--- src/verilog/shs_pkg.sv ---
// package for the system health supervisor: constants and carrier types
`default_nettype none
package shs_pkg;
  // lockup timer width and default reload count
  localparam int unsigned SHS_TMR_W         = 16;
  localparam logic [15:0] SHS_TMR_RELOAD_RST = 16'hFFFF;
  // first fetch watch window in cycles (kept short enough for a sim by parameter)
  localparam int unsigned SHS_FETCH_WAIT    = 32'h0001_0000;
  // reboot pulse length in cycles
  localparam logic [3:0]  SHS_RST_PULSE     = 4'hF;
  // number of disableable functions
  localparam int unsigned SHS_NFUNC         = 7;
  // function index: lan usb lpc audio sata pcie smbus
  localparam int unsigned SHS_F_LAN = 0;
  localparam int unsigned SHS_F_SMB = 6;
  // error message class codes
  typedef enum logic [1:0] {SHS_ERR_SMI, SHS_ERR_NMI, SHS_ERR_SYSTEM_ERROR_N, SHS_ERR_TMR} shs_err_cls_t;
  // intrusion routing select
  localparam logic SHS_INTR_TO_SMI = 1'b0;
  // per-function decode and event carrier
  typedef struct packed {
    logic [6:0] decode;
    logic [6:0] event_irq;
  } shs_func_t;
endpackage : shs_pkg
`default_nettype wire

--- src/verilog/shs_supervisor.sv ---
// system health supervisor: lockup timer, first fetch check, error routing, function disable, intrusion
// How it works
// - the first expiry of the lockup timer pulses the system-management interrupt.
// - a second expiry with no reload in between starts a full system reset pulse.
// - after reset the block waits for the first fetch and reboots if it never comes in time.
// - an error message from the memory controller raises the interrupt class that it selects.
// - each integrated function has its own disable input.
// - a disabled function's decode claim is forced off.
// - a disabled function's interrupt events are blocked.
// - an active intrusion raises either the system-management or the lockup-timer interrupt, by a select.
`timescale 1ns/1ps
`default_nettype none
module shs_supervisor
  import shs_pkg::*;
#(
  parameter int unsigned FETCH_WAIT = SHS_FETCH_WAIT
)(
  // clock and reset
  input  wire logic              clk_in,
  input  wire logic              rst_n_in,
  // lockup timer control
  input  wire logic              tmr_enable_in,
  input  wire logic [15:0]       tmr_reload_val_in,
  input  wire logic              tmr_reload_in,
  // processor first fetch
  input  wire logic              first_fetch_in,
  // error message from host memory controller
  input  wire logic              err_msg_valid_in,
  input  wire shs_err_cls_t      err_msg_cls_in,
  // function disable and raw function signals
  input  wire logic [6:0]        func_disable_in,
  input  wire shs_func_t         func_raw_in,
  // intrusion
  input  wire logic              intruder_n_in,
  input  wire logic              intr_sel_in,
  input  wire logic              intr_clear_in,
  // outputs
  output var  logic              sys_mgmt_irq_n_out,
  output var  logic              nmi_out,
  output var  logic              system_error_n_out,
  output var  logic              lockup_timer_irq_out,
  output var  logic              sys_reset_out,
  output var  logic              first_expired_out,
  output var  logic              intr_latched_out,
  output var  logic [15:0]       tmr_count_out,
  output var  shs_func_t         func_gated_out
);

  logic [15:0] cnt_q;
  logic        first_q;
  logic        expire;
  logic [3:0]  rst_cnt_q;
  logic        fetch_seen_q;
  logic [31:0] fetch_cnt_q;
  logic        fetch_fail;
  logic        sync1_q;
  logic        sync2_q;
  logic        intr_q;
  logic        intr_rise;

  assign expire     = tmr_enable_in && !tmr_reload_in && (cnt_q == 16'h0000);
  assign fetch_fail = !fetch_seen_q && !first_fetch_in && (fetch_cnt_q == FETCH_WAIT - 1);

  // lockup timer counts down and restarts from the reload value
  always_ff @(posedge clk_in or negedge rst_n_in)
  begin
    if (!rst_n_in)
      cnt_q <= SHS_TMR_RELOAD_RST;
    else if (tmr_reload_in || expire || !tmr_enable_in)
      cnt_q <= tmr_reload_val_in;
    else
      cnt_q <= cnt_q - 16'h0001;
  end

  // first expiry state, cleared by reload
  always_ff @(posedge clk_in or negedge rst_n_in)
  begin
    if (!rst_n_in)
      first_q <= 1'b0;
    else if (tmr_reload_in)
      first_q <= 1'b0;
    else if (expire)
      first_q <= !first_q; // second expiry clears it, rearming as the reset pulse starts
  end

  // first fetch watch, fires again every FETCH_WAIT cycles until the first fetch is seen
  always_ff @(posedge clk_in or negedge rst_n_in)
  begin
    if (!rst_n_in)
    begin
      fetch_seen_q <= 1'b0;
      fetch_cnt_q  <= 32'h0000_0000;
    end
    else if (first_fetch_in)
      fetch_seen_q <= 1'b1;
    else if (!fetch_seen_q)
      fetch_cnt_q <= fetch_fail ? 32'h0000_0000 : fetch_cnt_q + 32'h0000_0001;
  end

  // reset pulse stretcher for second expiry or missing fetch
  always_ff @(posedge clk_in or negedge rst_n_in)
  begin
    if (!rst_n_in)
      rst_cnt_q <= 4'h0;
    else if ((expire && first_q) || fetch_fail)
      rst_cnt_q <= SHS_RST_PULSE;
    else if (rst_cnt_q != 4'h0)
      rst_cnt_q <= rst_cnt_q - 4'h1;
  end

  // intrusion pin synchroniser; first stage feeds only the second
  always_ff @(posedge clk_in or negedge rst_n_in)
  begin
    if (!rst_n_in)
    begin
      sync1_q <= 1'b0;
      sync2_q <= 1'b0;
    end
    else
    begin
      sync1_q <= !intruder_n_in;
      sync2_q <= sync1_q;
    end
  end

  assign intr_rise = sync2_q && !intr_q;

  // sticky intrusion flag; a live intrusion beats the clear
  always_ff @(posedge clk_in or negedge rst_n_in)
  begin
    if (!rst_n_in)
      intr_q <= 1'b0;
    else if (sync2_q)
      intr_q <= 1'b1;
    else if (intr_clear_in)
      intr_q <= 1'b0;
  end

  // interrupt outputs, one-cycle pulses, all registered
  always_ff @(posedge clk_in or negedge rst_n_in)
  begin
    if (!rst_n_in)
    begin
      sys_mgmt_irq_n_out   <= 1'b1;
      nmi_out              <= 1'b0;
      system_error_n_out   <= 1'b1;
      lockup_timer_irq_out <= 1'b0;
    end
    else
    begin
      sys_mgmt_irq_n_out <= !((expire && !first_q)
                           || (err_msg_valid_in && err_msg_cls_in == SHS_ERR_SMI)
                           || (intr_rise && intr_sel_in == SHS_INTR_TO_SMI));
      nmi_out            <= err_msg_valid_in && err_msg_cls_in == SHS_ERR_NMI;
      system_error_n_out <= !(err_msg_valid_in && err_msg_cls_in == SHS_ERR_SYSTEM_ERROR_N);
      lockup_timer_irq_out <= (err_msg_valid_in && err_msg_cls_in == SHS_ERR_TMR)
                           || (intr_rise && intr_sel_in != SHS_INTR_TO_SMI);
    end
  end

  // status and gated function signals
  always_ff @(posedge clk_in or negedge rst_n_in)
  begin
    if (!rst_n_in)
    begin
      sys_reset_out     <= 1'b0;
      first_expired_out <= 1'b0;
      intr_latched_out  <= 1'b0;
      tmr_count_out     <= SHS_TMR_RELOAD_RST;
      func_gated_out    <= '0;
    end
    else
    begin
      sys_reset_out            <= (expire && first_q) || fetch_fail || (rst_cnt_q > 4'h1);
      first_expired_out        <= first_q;
      intr_latched_out         <= intr_q;
      tmr_count_out            <= cnt_q;
      func_gated_out.decode    <= func_raw_in.decode & ~func_disable_in;
      func_gated_out.event_irq <= func_raw_in.event_irq & ~func_disable_in;
    end
  end

  // checks
  a_first_expiry_smi: assert property (@(posedge clk_in) disable iff (!rst_n_in)
    (expire && !first_q) |=> !sys_mgmt_irq_n_out) else $error("first expiry gave no smi");
  a_second_expiry_rst: assert property (@(posedge clk_in) disable iff (!rst_n_in)
    (expire && first_q) |=> sys_reset_out [*8]) else $error("second expiry gave no reset");
  a_fetch_reboot: assert property (@(posedge clk_in) disable iff (!rst_n_in)
    fetch_fail |=> sys_reset_out) else $error("missing fetch gave no reboot");
  a_err_nmi_route: assert property (@(posedge clk_in) disable iff (!rst_n_in)
    (err_msg_valid_in && err_msg_cls_in == SHS_ERR_NMI) |=> nmi_out && system_error_n_out)
    else $error("nmi message misrouted");
  a_err_system_error_n_route: assert property (@(posedge clk_in) disable iff (!rst_n_in)
    (err_msg_valid_in && err_msg_cls_in == SHS_ERR_SYSTEM_ERROR_N) |=> !system_error_n_out && !nmi_out)
    else $error("system_error_n message misrouted");
  a_disable_decode: assert property (@(posedge clk_in) disable iff (!rst_n_in)
    $past(func_disable_in[SHS_F_LAN]) |-> !func_gated_out.decode[SHS_F_LAN]) else $error("disabled decode");
  a_disable_event: assert property (@(posedge clk_in) disable iff (!rst_n_in)
    $past(func_disable_in[SHS_F_SMB]) |-> !func_gated_out.event_irq[SHS_F_SMB]) else $error("disabled event");
  a_intr_route_tmr: assert property (@(posedge clk_in) disable iff (!rst_n_in)
    (intr_rise && intr_sel_in) |=> lockup_timer_irq_out) else $error("intrusion not routed");
  a_reload_clears: assert property (@(posedge clk_in) disable iff (!rst_n_in)
    tmr_reload_in |=> !first_q ##1 !first_expired_out) else $error("reload kept first expiry");
  a_intr_sticky: assert property (@(posedge clk_in) disable iff (!rst_n_in)
    (sync2_q || (intr_q && !intr_clear_in)) |=> intr_q) else $error("intrusion flag lost");
  a_intr_route_smi: assert property (@(posedge clk_in) disable iff (!rst_n_in)
    (intr_rise && intr_sel_in == SHS_INTR_TO_SMI) |=> !sys_mgmt_irq_n_out) else $error("intrusion smi missing");
  a_err_tmr_route: assert property (@(posedge clk_in) disable iff (!rst_n_in)
    (err_msg_valid_in && err_msg_cls_in == SHS_ERR_TMR) |=> lockup_timer_irq_out && !nmi_out)
    else $error("timer class message misrouted");
  a_err_smi_route: assert property (@(posedge clk_in) disable iff (!rst_n_in)
    (err_msg_valid_in && err_msg_cls_in == SHS_ERR_SMI) |=> !sys_mgmt_irq_n_out) else $error("smi message misrouted");

  c_first_expiry: cover property (@(posedge clk_in) disable iff (!rst_n_in) expire && !first_q);
  c_second_expiry: cover property (@(posedge clk_in) disable iff (!rst_n_in) expire && first_q);
  c_intrusion: cover property (@(posedge clk_in) disable iff (!rst_n_in) intr_rise);
  c_err_msg: cover property (@(posedge clk_in) disable iff (!rst_n_in) err_msg_valid_in);
  c_fetch_fail: cover property (@(posedge clk_in) disable iff (!rst_n_in) fetch_fail);

endmodule // shs_supervisor
`default_nettype wire

--- config.mk ---
export PLATFORM = sky130hd
export DESIGN_NAME = shs_supervisor
export DESIGN_NICKNAME = d
export VERILOG_FILES = /design/src/verilog/shs_pkg.sv /design/src/verilog/shs_supervisor.sv
export SDC_FILE = /design/constraint.sdc
export NUM_CORES = 1
export LEC_CHECK = 0
export BUFFER_PORTS_ARGS = -buffer_cell sky130_fd_sc_hd__buf_2
export CORE_MARGIN = 2
export CORE_UTILIZATION = 55
export CTS_BUF_LIST = sky130_fd_sc_hd__clkbuf_2
export CTS_CLUSTER_DIAMETER = 80
export DETAILED_ROUTE_END_ITERATION = 7
export PLACE_DENSITY = 0.81
export SLEW_MARGIN = 30
export SYNTH_ARGS = -nofsm -noshare
export SYNTH_HDL_FRONTEND = slang
export SYNTH_SLANG_ARGS = --single-unit
--- constraint.sdc ---
create_clock -name clk_in -period 3 [get_ports clk_in]
set_input_delay 0.3 -clock clk_in [delete_from_list [all_inputs] [get_ports clk_in]]
set_output_delay 0.3 -clock clk_in [all_outputs]
set_load 0.005 [all_outputs]
# Word level (Yosys, flattened, before mapping)
# Index checks and enable logic that the tools add are counted.
dict set report word_totals {
  regBits 94
}
dict set report classes {
  add_sub_neg 3
  magnitude_cmp 1
  n_eq_ne 4
  n_mux 8
  bitwise_logic 6
  reduce_logical 36
}
# operator n
set ops {}
lappend ops {{$add A32 B1 Y32 const B} 1}
lappend ops {{$eq A32 B16 Y1 const B} 1}
lappend ops {{$mux W32} 1}
lappend ops {{$logic_not A16 Y1} 1}
lappend ops {{$mux W16} 1}
lappend ops {{$sub A16 B1 Y16 const B} 1}
lappend ops {{$and A7 B7 Y7} 2}
lappend ops {{$logic_and A1 B1 Y1} 13}
lappend ops {{$logic_not A1 Y1} 9}
lappend ops {{$mux W4} 2}
lappend ops {{$logic_or A1 B1 Y1} 7}
lappend ops {{$not A7 Y7} 1}
lappend ops {{$reduce_bool A2 Y1} 3}
lappend ops {{$eq A2 B2 Y1 const B} 2}
lappend ops {{$gt A4 B1 Y1 const B} 1}
lappend ops {{$mux W1} 4}
lappend ops {{$reduce_bool A4 Y1} 1}
lappend ops {{$sub A4 B1 Y4 const B} 1}
lappend ops {{$not A1 Y1} 3}
lappend ops {{$eq A2 B1 Y1 const B} 1}
lappend ops {{$logic_not A2 Y1} 1}
lappend ops {{$reduce_and A2 Y1} 1}

# Depth between registers and ports, before layout
# Gate-level depths: netlist (run 1).
dict set report depth {
  ltp_word 7
  depth_mapped 8
  mapped_depth_nobuf 7
}

# Worst setup path after synthesis (run 1)
# Ideal clock, no wire load.
dict set report synth_timing {
  path_kind {register to register}
  from {reg fetch_seen_q}
  to {reg fetch_cnt_q[11]}
  setup_time_ns 0.121
  arrival_ns 1.960
  required_ns 2.879
  slack_ns 0.919
  path_stages_with_launch 7
  n_path_buf 1
  synth_period_minus_slack_ns 2.081
  cell_sequence {dfrtp_1 > or3b_4 > or4_4 > buf_6 > nor3_4 > o21ai_0 > a22o_1}
}
dict set report synth_via {
  elab_chain_len 4
  word_cells_on_any_way 6
  cone_classes {mux (1); bitwise (1); reduce/logical (4)}
}
# element line
set synth_rtl {}
lappend synth_rtl {{start: declaration} shs_supervisor.sv:53} ;# logic fetch_seen_q;
lappend synth_rtl {{start signal: assignment} shs_supervisor.sv:91} ;# fetch_seen_q <= 1'b0;
lappend synth_rtl {{start signal: assignment} shs_supervisor.sv:95} ;# fetch_seen_q <= 1'b1;
lappend synth_rtl {{$logic_not A1 Y1} --}
lappend synth_rtl {{$logic_and A1 B1 Y1 (2 in a row)} shs_supervisor.sv:62} ;# assign fetch_fail = !fetch_seen_q && !first_fetch_in && (fetch_cnt_q == FETCH_WAIT - 1);
lappend synth_rtl {{$mux W32} shs_supervisor.sv:97} ;# fetch_cnt_q <= fetch_fail ? 32'h0000_0000 : fetch_cnt_q + 32'h0000_0001;
lappend synth_rtl {{end signal: assignment} shs_supervisor.sv:97}
lappend synth_rtl {{end: declaration} shs_supervisor.sv:54} ;# logic [31:0] fetch_cnt_q;
# Several ways; a longest one is shown, not always the timed one.
# A chain may end at the register's enable or synchronous reset.

# Worst setup path after layout (run 1)
dict set report layout_timing {
  from {reg cnt_q[2]}
  to {reg cnt_q[11]}
}
dict set report layout_via {
  elab_chain_len 5
  word_cells_on_any_way 6
  cone_classes {add/sub (1); mux (1); reduce/logical (4)}
}
# element line
set layout_rtl {}
lappend layout_rtl {{start: declaration} shs_supervisor.sv:49} ;# logic [15:0] cnt_q;
lappend layout_rtl {{start signal: assignment} shs_supervisor.sv:70} ;# cnt_q <= tmr_reload_val_in;
lappend layout_rtl {{start signal: assignment} shs_supervisor.sv:72} ;# cnt_q <= cnt_q - 16'h0001;
lappend layout_rtl {{parallel branches: the longest is 4 deep, another holds $sub A16 B1 Y16} --}
lappend layout_rtl {{$mux W16 (*)} shs_supervisor.sv:69} ;# else if (tmr_reload_in || expire || !tmr_enable_in)
# Mark *: on every way between the ends.

==> results of run 1 <==
==> sequential cells by signal, summed over array words and instances (netlist names), 4 cells and up <==
signal	cells
cnt_q	16
fetch_cnt_q	32
func_gated_out	14
rst_cnt_q	4
tmr_count_out	16
==> routing by layer <==
metal / share of wire / up-vias / track usage
met1: 0.39 / 1465 / 0.290
met5: 0 / - / 0
met2: 0.53 / 105 / 0.441
li1: - / 1440 / -
met4: 0.019 / 0 / 0.0813
met3: 0.057 / 19 / 0.0550
==> how the worst min path moves through the flow <==
stage / from / depth (start not counted) / to
2_1_floorplan: rst_n_in / 0 / fetch_cnt_q[0]$_DFFE_PN0P_
3_3_place_gp: sync1_q$_DFF_PN0_ / 0 / sync2_q$_DFF_PN0_
4_1_cts: err_msg_cls_in[0] / 3 / lockup_timer_irq_out$_DFF_PN0_
3_5_place_dp: sync1_q$_DFF_PN0_ / 0 / sync2_q$_DFF_PN0_
5_1_grt: tmr_reload_in / 3 / first_q$_DFFE_PN0P_
6_report: tmr_reload_in / 3 / first_q$_DFFE_PN0P_
==> synth_stat cells (2+ instances only) <==
library cell  count
inv_1            11
dfrtp_1          60
a21o_1            3
o21ai_0          19
and4_1            3
nand2_1          40
dfstp_2          34
xor2_1           19
nor2b_1          18
or4_1             2
nor3_1            7
o41ai_2           2
nor3b_1           4
nor2_1           30
clkbuf_1          4
and2_1            2
nand3_1           8
nand4_1          12
a21oi_1           4
nand3b_1          4
xnor2_1          21
and3_1            3
nor4_1            8
ha_1              5
nand2b_1          2
==> per-stage QoR <==
stage                     cell area, sq um  std cells  hold slack (ps)
after floorplan                       3910        342             4.41
after global placement                4450        520              331
after detailed placement              4450        520              336
after CTS                             5050        582             1.49
after global routing                  5070        583             6.17
final                                 5070        583             9.70
==> placed cells by master (no fill, tap or decap), drive strengths merged, types with 4 or more instances in the layout <==
cell type,synthesis,final
nor4,8,8
a21oi,4,4
nand3b,4,4
nor2,30,30
xor2,19,19
nor3b,4,4
o21ai,20,20
nand3,8,8
nor3,9,9
nand2,40,40
ha,5,5
inv,11,13
xnor2,21,21
nor2b,18,18
dlygate4sd3,0,47
clkbuf,4,10
buf,1,87
nand4,12,12
dfstp,34,34
dfrtp,60,60
==> timing repair <==
action / 4_1_cts / 5_1_grt
hold buffers: 46 / 1
endpoints found under the hold margin: 96 / 1
gates resized for setup: 0 / 0
==> worst max-delay path, stage by stage (launching register included) <==
cell and delay [ps]:
dfstp_2 460, nor4_1 600, nand4_1 320, or4_1 490, xor2_1 160, o21ai_0 150
==> area by class of cell <==
class | instances | area, sq um
inverters | 11 | 41.3
fillers | 465 | 1770
clock inverters | 6 | 93.8
well taps | 96 | 120
repair buffers | 134 | 920
flip-flops and latches | 94 | 2390
clock buffers | 10 | 50.0
multi-input cells | 232 | 1450
==> where the power goes <==
part           switching [mW]  internal (mW)  total (mW)  leakage [nW]
clock                   0.452          0.289       0.741        0.0884
sequential             0.0438           1.36        1.40          1.15
combinational           0.109          0.124       0.233          1.16
total                   0.605           1.77        2.38          2.39
==> cell families after synthesis <==
group,Yosys count
simple gates,151
flops,94
xor+xnor,40
compound gates,35
buf+inv,16
fa+ha+maj,5
mux,1
==> reports/summary.txt, run 1 <==
Placer Congestion - 0.860
CP Class - reg -> reg
GR Overflow Total - 0
Reg-to-reg setup timing slack - 770 ps
Final Hold Violating Endpoints - 0
Post-synthesis mux area share - 0.00288
Core area - 0.00683 sq mm
I/O pin total - 85
Die Span Y - 88.3 um
Worst slew pin tran - 651 ps
Drt pass-1 iters - 4
Synth Area in Adders - 0.0160
Pwr dens - 469 mW/mm^2
WP data required - 3490 ps
Synth cell types - 42
Outcome - finished, final reports clean
Biggest area consumer among synthesized cells - dfrtp_1
Ys async rst share - 1.00
Largest net degree at the start of global routing - 74
Initial antenna violation count - 0
Xor/xnor share of the synthesized area - 0.0896
Tot Pwr - 2.38 mW
Largest family of logic cells by synthesized area - simple AND/OR/NAND/NOR gates
Pleak - 2.39 nW
Rows - 30
Sink Count - 94
Area Growth Syn to Fin - 29.6%
Final Setup Violations - 0
Number of port buffers - 84
N_diodes - 0
Total routing usage reported by global routing - 0.245
Syn Inst Count - 342
Initial core utilization - 0.572
Clk_lat worst skew - 560 ps
DR iter-0 viols - 119
Die width - 88.3 um
Worst VDD drop - 0.358 mV
Routed len/inst - 15.4 um
Setup WS post-layout - 766 ps
Worst EP arrival - 2720 ps
Crit Path Max Fanout - 6
Synth warn - 0
Fmax - 0.448 GHz
DP Wirelength - 5160 um
DP Worst Slack - 724 ps
Vias in the first global route - 3,126
Nets - 535
CP startpoint - cnt_q[2]$_DFF_PN1_
Clock Path Buffers - 2
Via Count - 3,029
Capture point of the worst path - cnt_q[11]$_DFF_PN1_
Final Critical Period - 2230 ps
Post-synth top area share - 0.384
Mapped Area - 0.00391 sq mm
Clock skew - 39.8 ps
CTS tree - built
Share of cells above drive strength 1 - 0.300
Synthesized area per cell - 11.4 sq um
Worst flop-to-flop path endpoint - cnt_q[11]$_DFF_PN1_
Syn nets - 395
Crit end category - register
Compound-Gate Fraction of Synth Area - 0.0570
CTS buffer count - 9
Total Wirelength - 9010 um
Utilization after layout - 0.742
Total negative slack - 0 ps
Clk Tree Root Cell - clkbuf_2
Setup repair after global routing missed its margin - no
First-pass GRT wire length - 14,600 um
EDFF count, synth - 0
Clock transition at path regs - 270 ps
DRC - 0
Antenna viol nets, final - 0
Top cells by area, synth - dfrtp_1, dfstp_2, xnor2_1
Startpoint Class - register
Fin crit share - 0.745
Full die area - 0.00780 sq mm
H-tree levels - 3
Post-Synth Simple-Gate Area - 0.205
Top FF cell, synth - dfrtp_1
Routed vias/inst - 5.20
R2r worst-path depth - 5
Final Max Tran Viols - 0
Flip-flop and latch count after synthesis - 94
Sequential-to-total area share from yosys stat - 0.613
Max_cap viols - 0
Worst R2R Start - cnt_q[2]$_DFF_PN1_
Hold Path Class - in -> reg
Slew headroom - 0.562
Post-CTS Setup Inserts - 0
No activity file was read; power rests on OpenSTA's default activity.
==> run 2: changes to the inputs <==
- clock period: 3 -> 2.3 ns (I/O delays scaled with it)
==> reports/summary.txt, run 2 (synthesis gave the netlist of run 1 again) <==
Crit Path Max Fanout - 6 (unchanged)
CP Class - reg -> reg (unchanged)
Final Max Tran Viols - 0 (unchanged)
Biggest regs - fetch_cnt_q: 32 flops, cnt_q: 16 flops, tmr_count_out: 16 flops (unchanged)
Final Setup Violations - 0 (unchanged)
Largest net degree at the start of global routing - 37 (was 74)
Worst slew pin tran - 490 ps (was 651 ps)
Drt pass-1 iters - 4 (unchanged)
Fin crit share - 0.942 (was 0.745)
CTS buffer count - 9 (unchanged)
Slew headroom - 0.671 (was 0.562)
Outcome - finished, final reports clean (unchanged)
Worst EP arrival - 2630 ps (was 2720 ps)
Startpoint Class - register (unchanged)
Clock Path Buffers - 2 (unchanged)
Total routing usage reported by global routing - 0.252 (was 0.245)
Crit end category - register (unchanged)
DP Wirelength - 5220 um (was 5160 um)
WP data required - 2760 ps (was 3490 ps)
DP Worst Slack - 196 ps (was 724 ps)
CTS tree - built (unchanged)
Tot Pwr - 3.02 mW (was 2.38 mW)
Max FFs per register - 32 (unchanged)
Full die area - 0.00780 sq mm (unchanged)
Reg area - 0.00239 sq mm (unchanged)
CP startpoint - fetch_seen_q$_DFFE_PN0P_ (was cnt_q[2]$_DFF_PN1_)
Setup WS post-layout - 134 ps (was 766 ps)
Fmax - 0.462 GHz (was 0.448 GHz)
Worst R2R Start - fetch_seen_q$_DFFE_PN0P_ (was cnt_q[2]$_DFF_PN1_)
Clock transition at path regs - 290 ps (was 270 ps)
Most frequent cells in the layout - buf_2, dfrtp_1, dlygate4sd3_1 (unchanged)
Clk Tree Root Cell - clkbuf_2 (unchanged)
Initial core utilization - 0.572 (unchanged)
I/O pin total - 85 (unchanged)
Total Wirelength - 9090 um (was 9010 um)
Most common cell after layout, fill and taps aside - buf_2 (unchanged)
Hold Path Class - in -> async (was in -> reg)
Fin Hold WS - 39.9 ps (was 9.70 ps)
Share of cells above drive strength 1 - 0.310 (was 0.300)
Worst VDD drop - 0.570 mV (was 0.358 mV)
Die width - 88.3 um (unchanged)
Clk_lat worst skew - 580 ps (was 560 ps)
GR Overflow Total - 0 (unchanged)
Setup repair after global routing missed its margin - no (unchanged)
Antenna viol nets, final - 0 (unchanged)
Pwr dens - 588 mW/mm^2 (was 469 mW/mm^2)
Routed len/inst - 15.4 um (about the same)
Initial antenna violation count - 0 (unchanged)
Via Count - 3,109 (was 3,029)
Core area - 0.00683 sq mm (unchanged)
Clock skew - 39.5 ps (was 39.8 ps)
Area Growth Syn to Fin - 31.4% (was 29.6%)
Largest Register - fetch_cnt_q (unchanged)
N_diodes - 0 (unchanged)
Filler instances - 435 (was 465)
Footprint of the multi-input gates - 0.00145 sq mm (about the same)
Final Hold Violating Endpoints - 0 (unchanged)
Sink Count - 94 (unchanged)
Number of port buffers - 84 (unchanged)
First-pass GRT wire length - 15,000 um (was 14,600 um)
Max_cap viols - 0 (unchanged)
DR iter-0 viols - 144 (was 119)
Vias in the first global route - 3,305 (was 3,126)
Nets - 544 (was 535)
Total negative slack - 0 ps (unchanged)
Post-CTS Setup Inserts - 0 (unchanged)
Rows - 30 (unchanged)
Utilization after layout - 0.752 (was 0.742)
H-tree levels - 3 (unchanged)
Routed vias/inst - 5.25 (was 5.20)
Placer Congestion - 0.863 (was 0.860)
Pleak - 2.43 nW (was 2.39 nW)
DRC - 0 (unchanged)
Final Critical Period - 2170 ps (was 2230 ps)
Die Span Y - 88.3 um (unchanged)
==> run 2: cell count changes in the layout (fill, tap and decap cells not counted) <==
cell and delta:
buf_4 +7, buf_12 +1, nor4_1 -1, nor4_2 +1, clkinvlp_4 +1, inv_8 +1, clkinv_2 -1, buf_6 -1
bufinv_16 -1, dlygate4sd3_1 +2
==> run 2: stage by stage <==
stage	instances	area [sq um]
detailed placement	527	4510
floorplan	342	3910
global placement	527	4510
CTS	592	5130
finish	592	5140
global route	592	5140
==> run 2: where the power goes <==
part / internal, mW / switching, mW / leakage [nW]
registers: 1.77 / 0.0583 / 1.15
logic: 0.169 / 0.144 / 1.20
clock network: 0.277 / 0.600 / 0.0766
==> run 2: worst paths after layout <==
check,depth (start not counted),to,slack (ps)
min,2,fetch_cnt_q[15]$_DFFE_PN0P_,40
max,5,fetch_cnt_q[22]$_DFFE_PN0P_,130
min in group clk_in,4,cnt_q[10]$_DFF_PN1_,140
max in group asynchronous,3,sys_mgmt_irq_n_out$_DFF_PN1_,1640
max reg2reg,5,fetch_cnt_q[22]$_DFFE_PN0P_,130
min reg2reg,0,tmr_count_out[7]$_DFF_PN1_,380
==> run 2: layer usage <==
| metal | track usage | wire [um] | part of all wire | vias up |
|---|---|---|---|---|
| li1 | - | - | - | 1453 |
| met3 | 0.0457 | 406 | 0.045 | 28 |
| met4 | 0.114 | 261 | 0.029 | 0 |
| met5 | 0 | 0 | 0 | - |
| met1 | 0.300 | 3760 | 0.41 | 1527 |
| met2 | 0.446 | 4660 | 0.51 | 101 |
==> run 2: area by class of cell <==
cell class	instances	area share
flip-flops and latches	94	0.466
multi-input cells	232	0.283
repair buffers	143	0.195
well taps	96	0.0234
clock inverters	6	0.0151
clock buffers	10	0.00974
inverters	11	0.00804
==> run 2: worst max-delay path, stage by stage, from the launching register on <==
cell,delay [ps]
dfrtp_1,440
or3b_4,400
or4_4,560
or2_1,310
o21ai_0,240
o41ai_2,110
==> run 2: repair_timing <==
item                                    4_1_cts  5_1_grt
hold buffers                                 49        0
endpoints found under the setup margin        0       15
gates resized for setup                       0        1
endpoints found under the hold margin       100        0
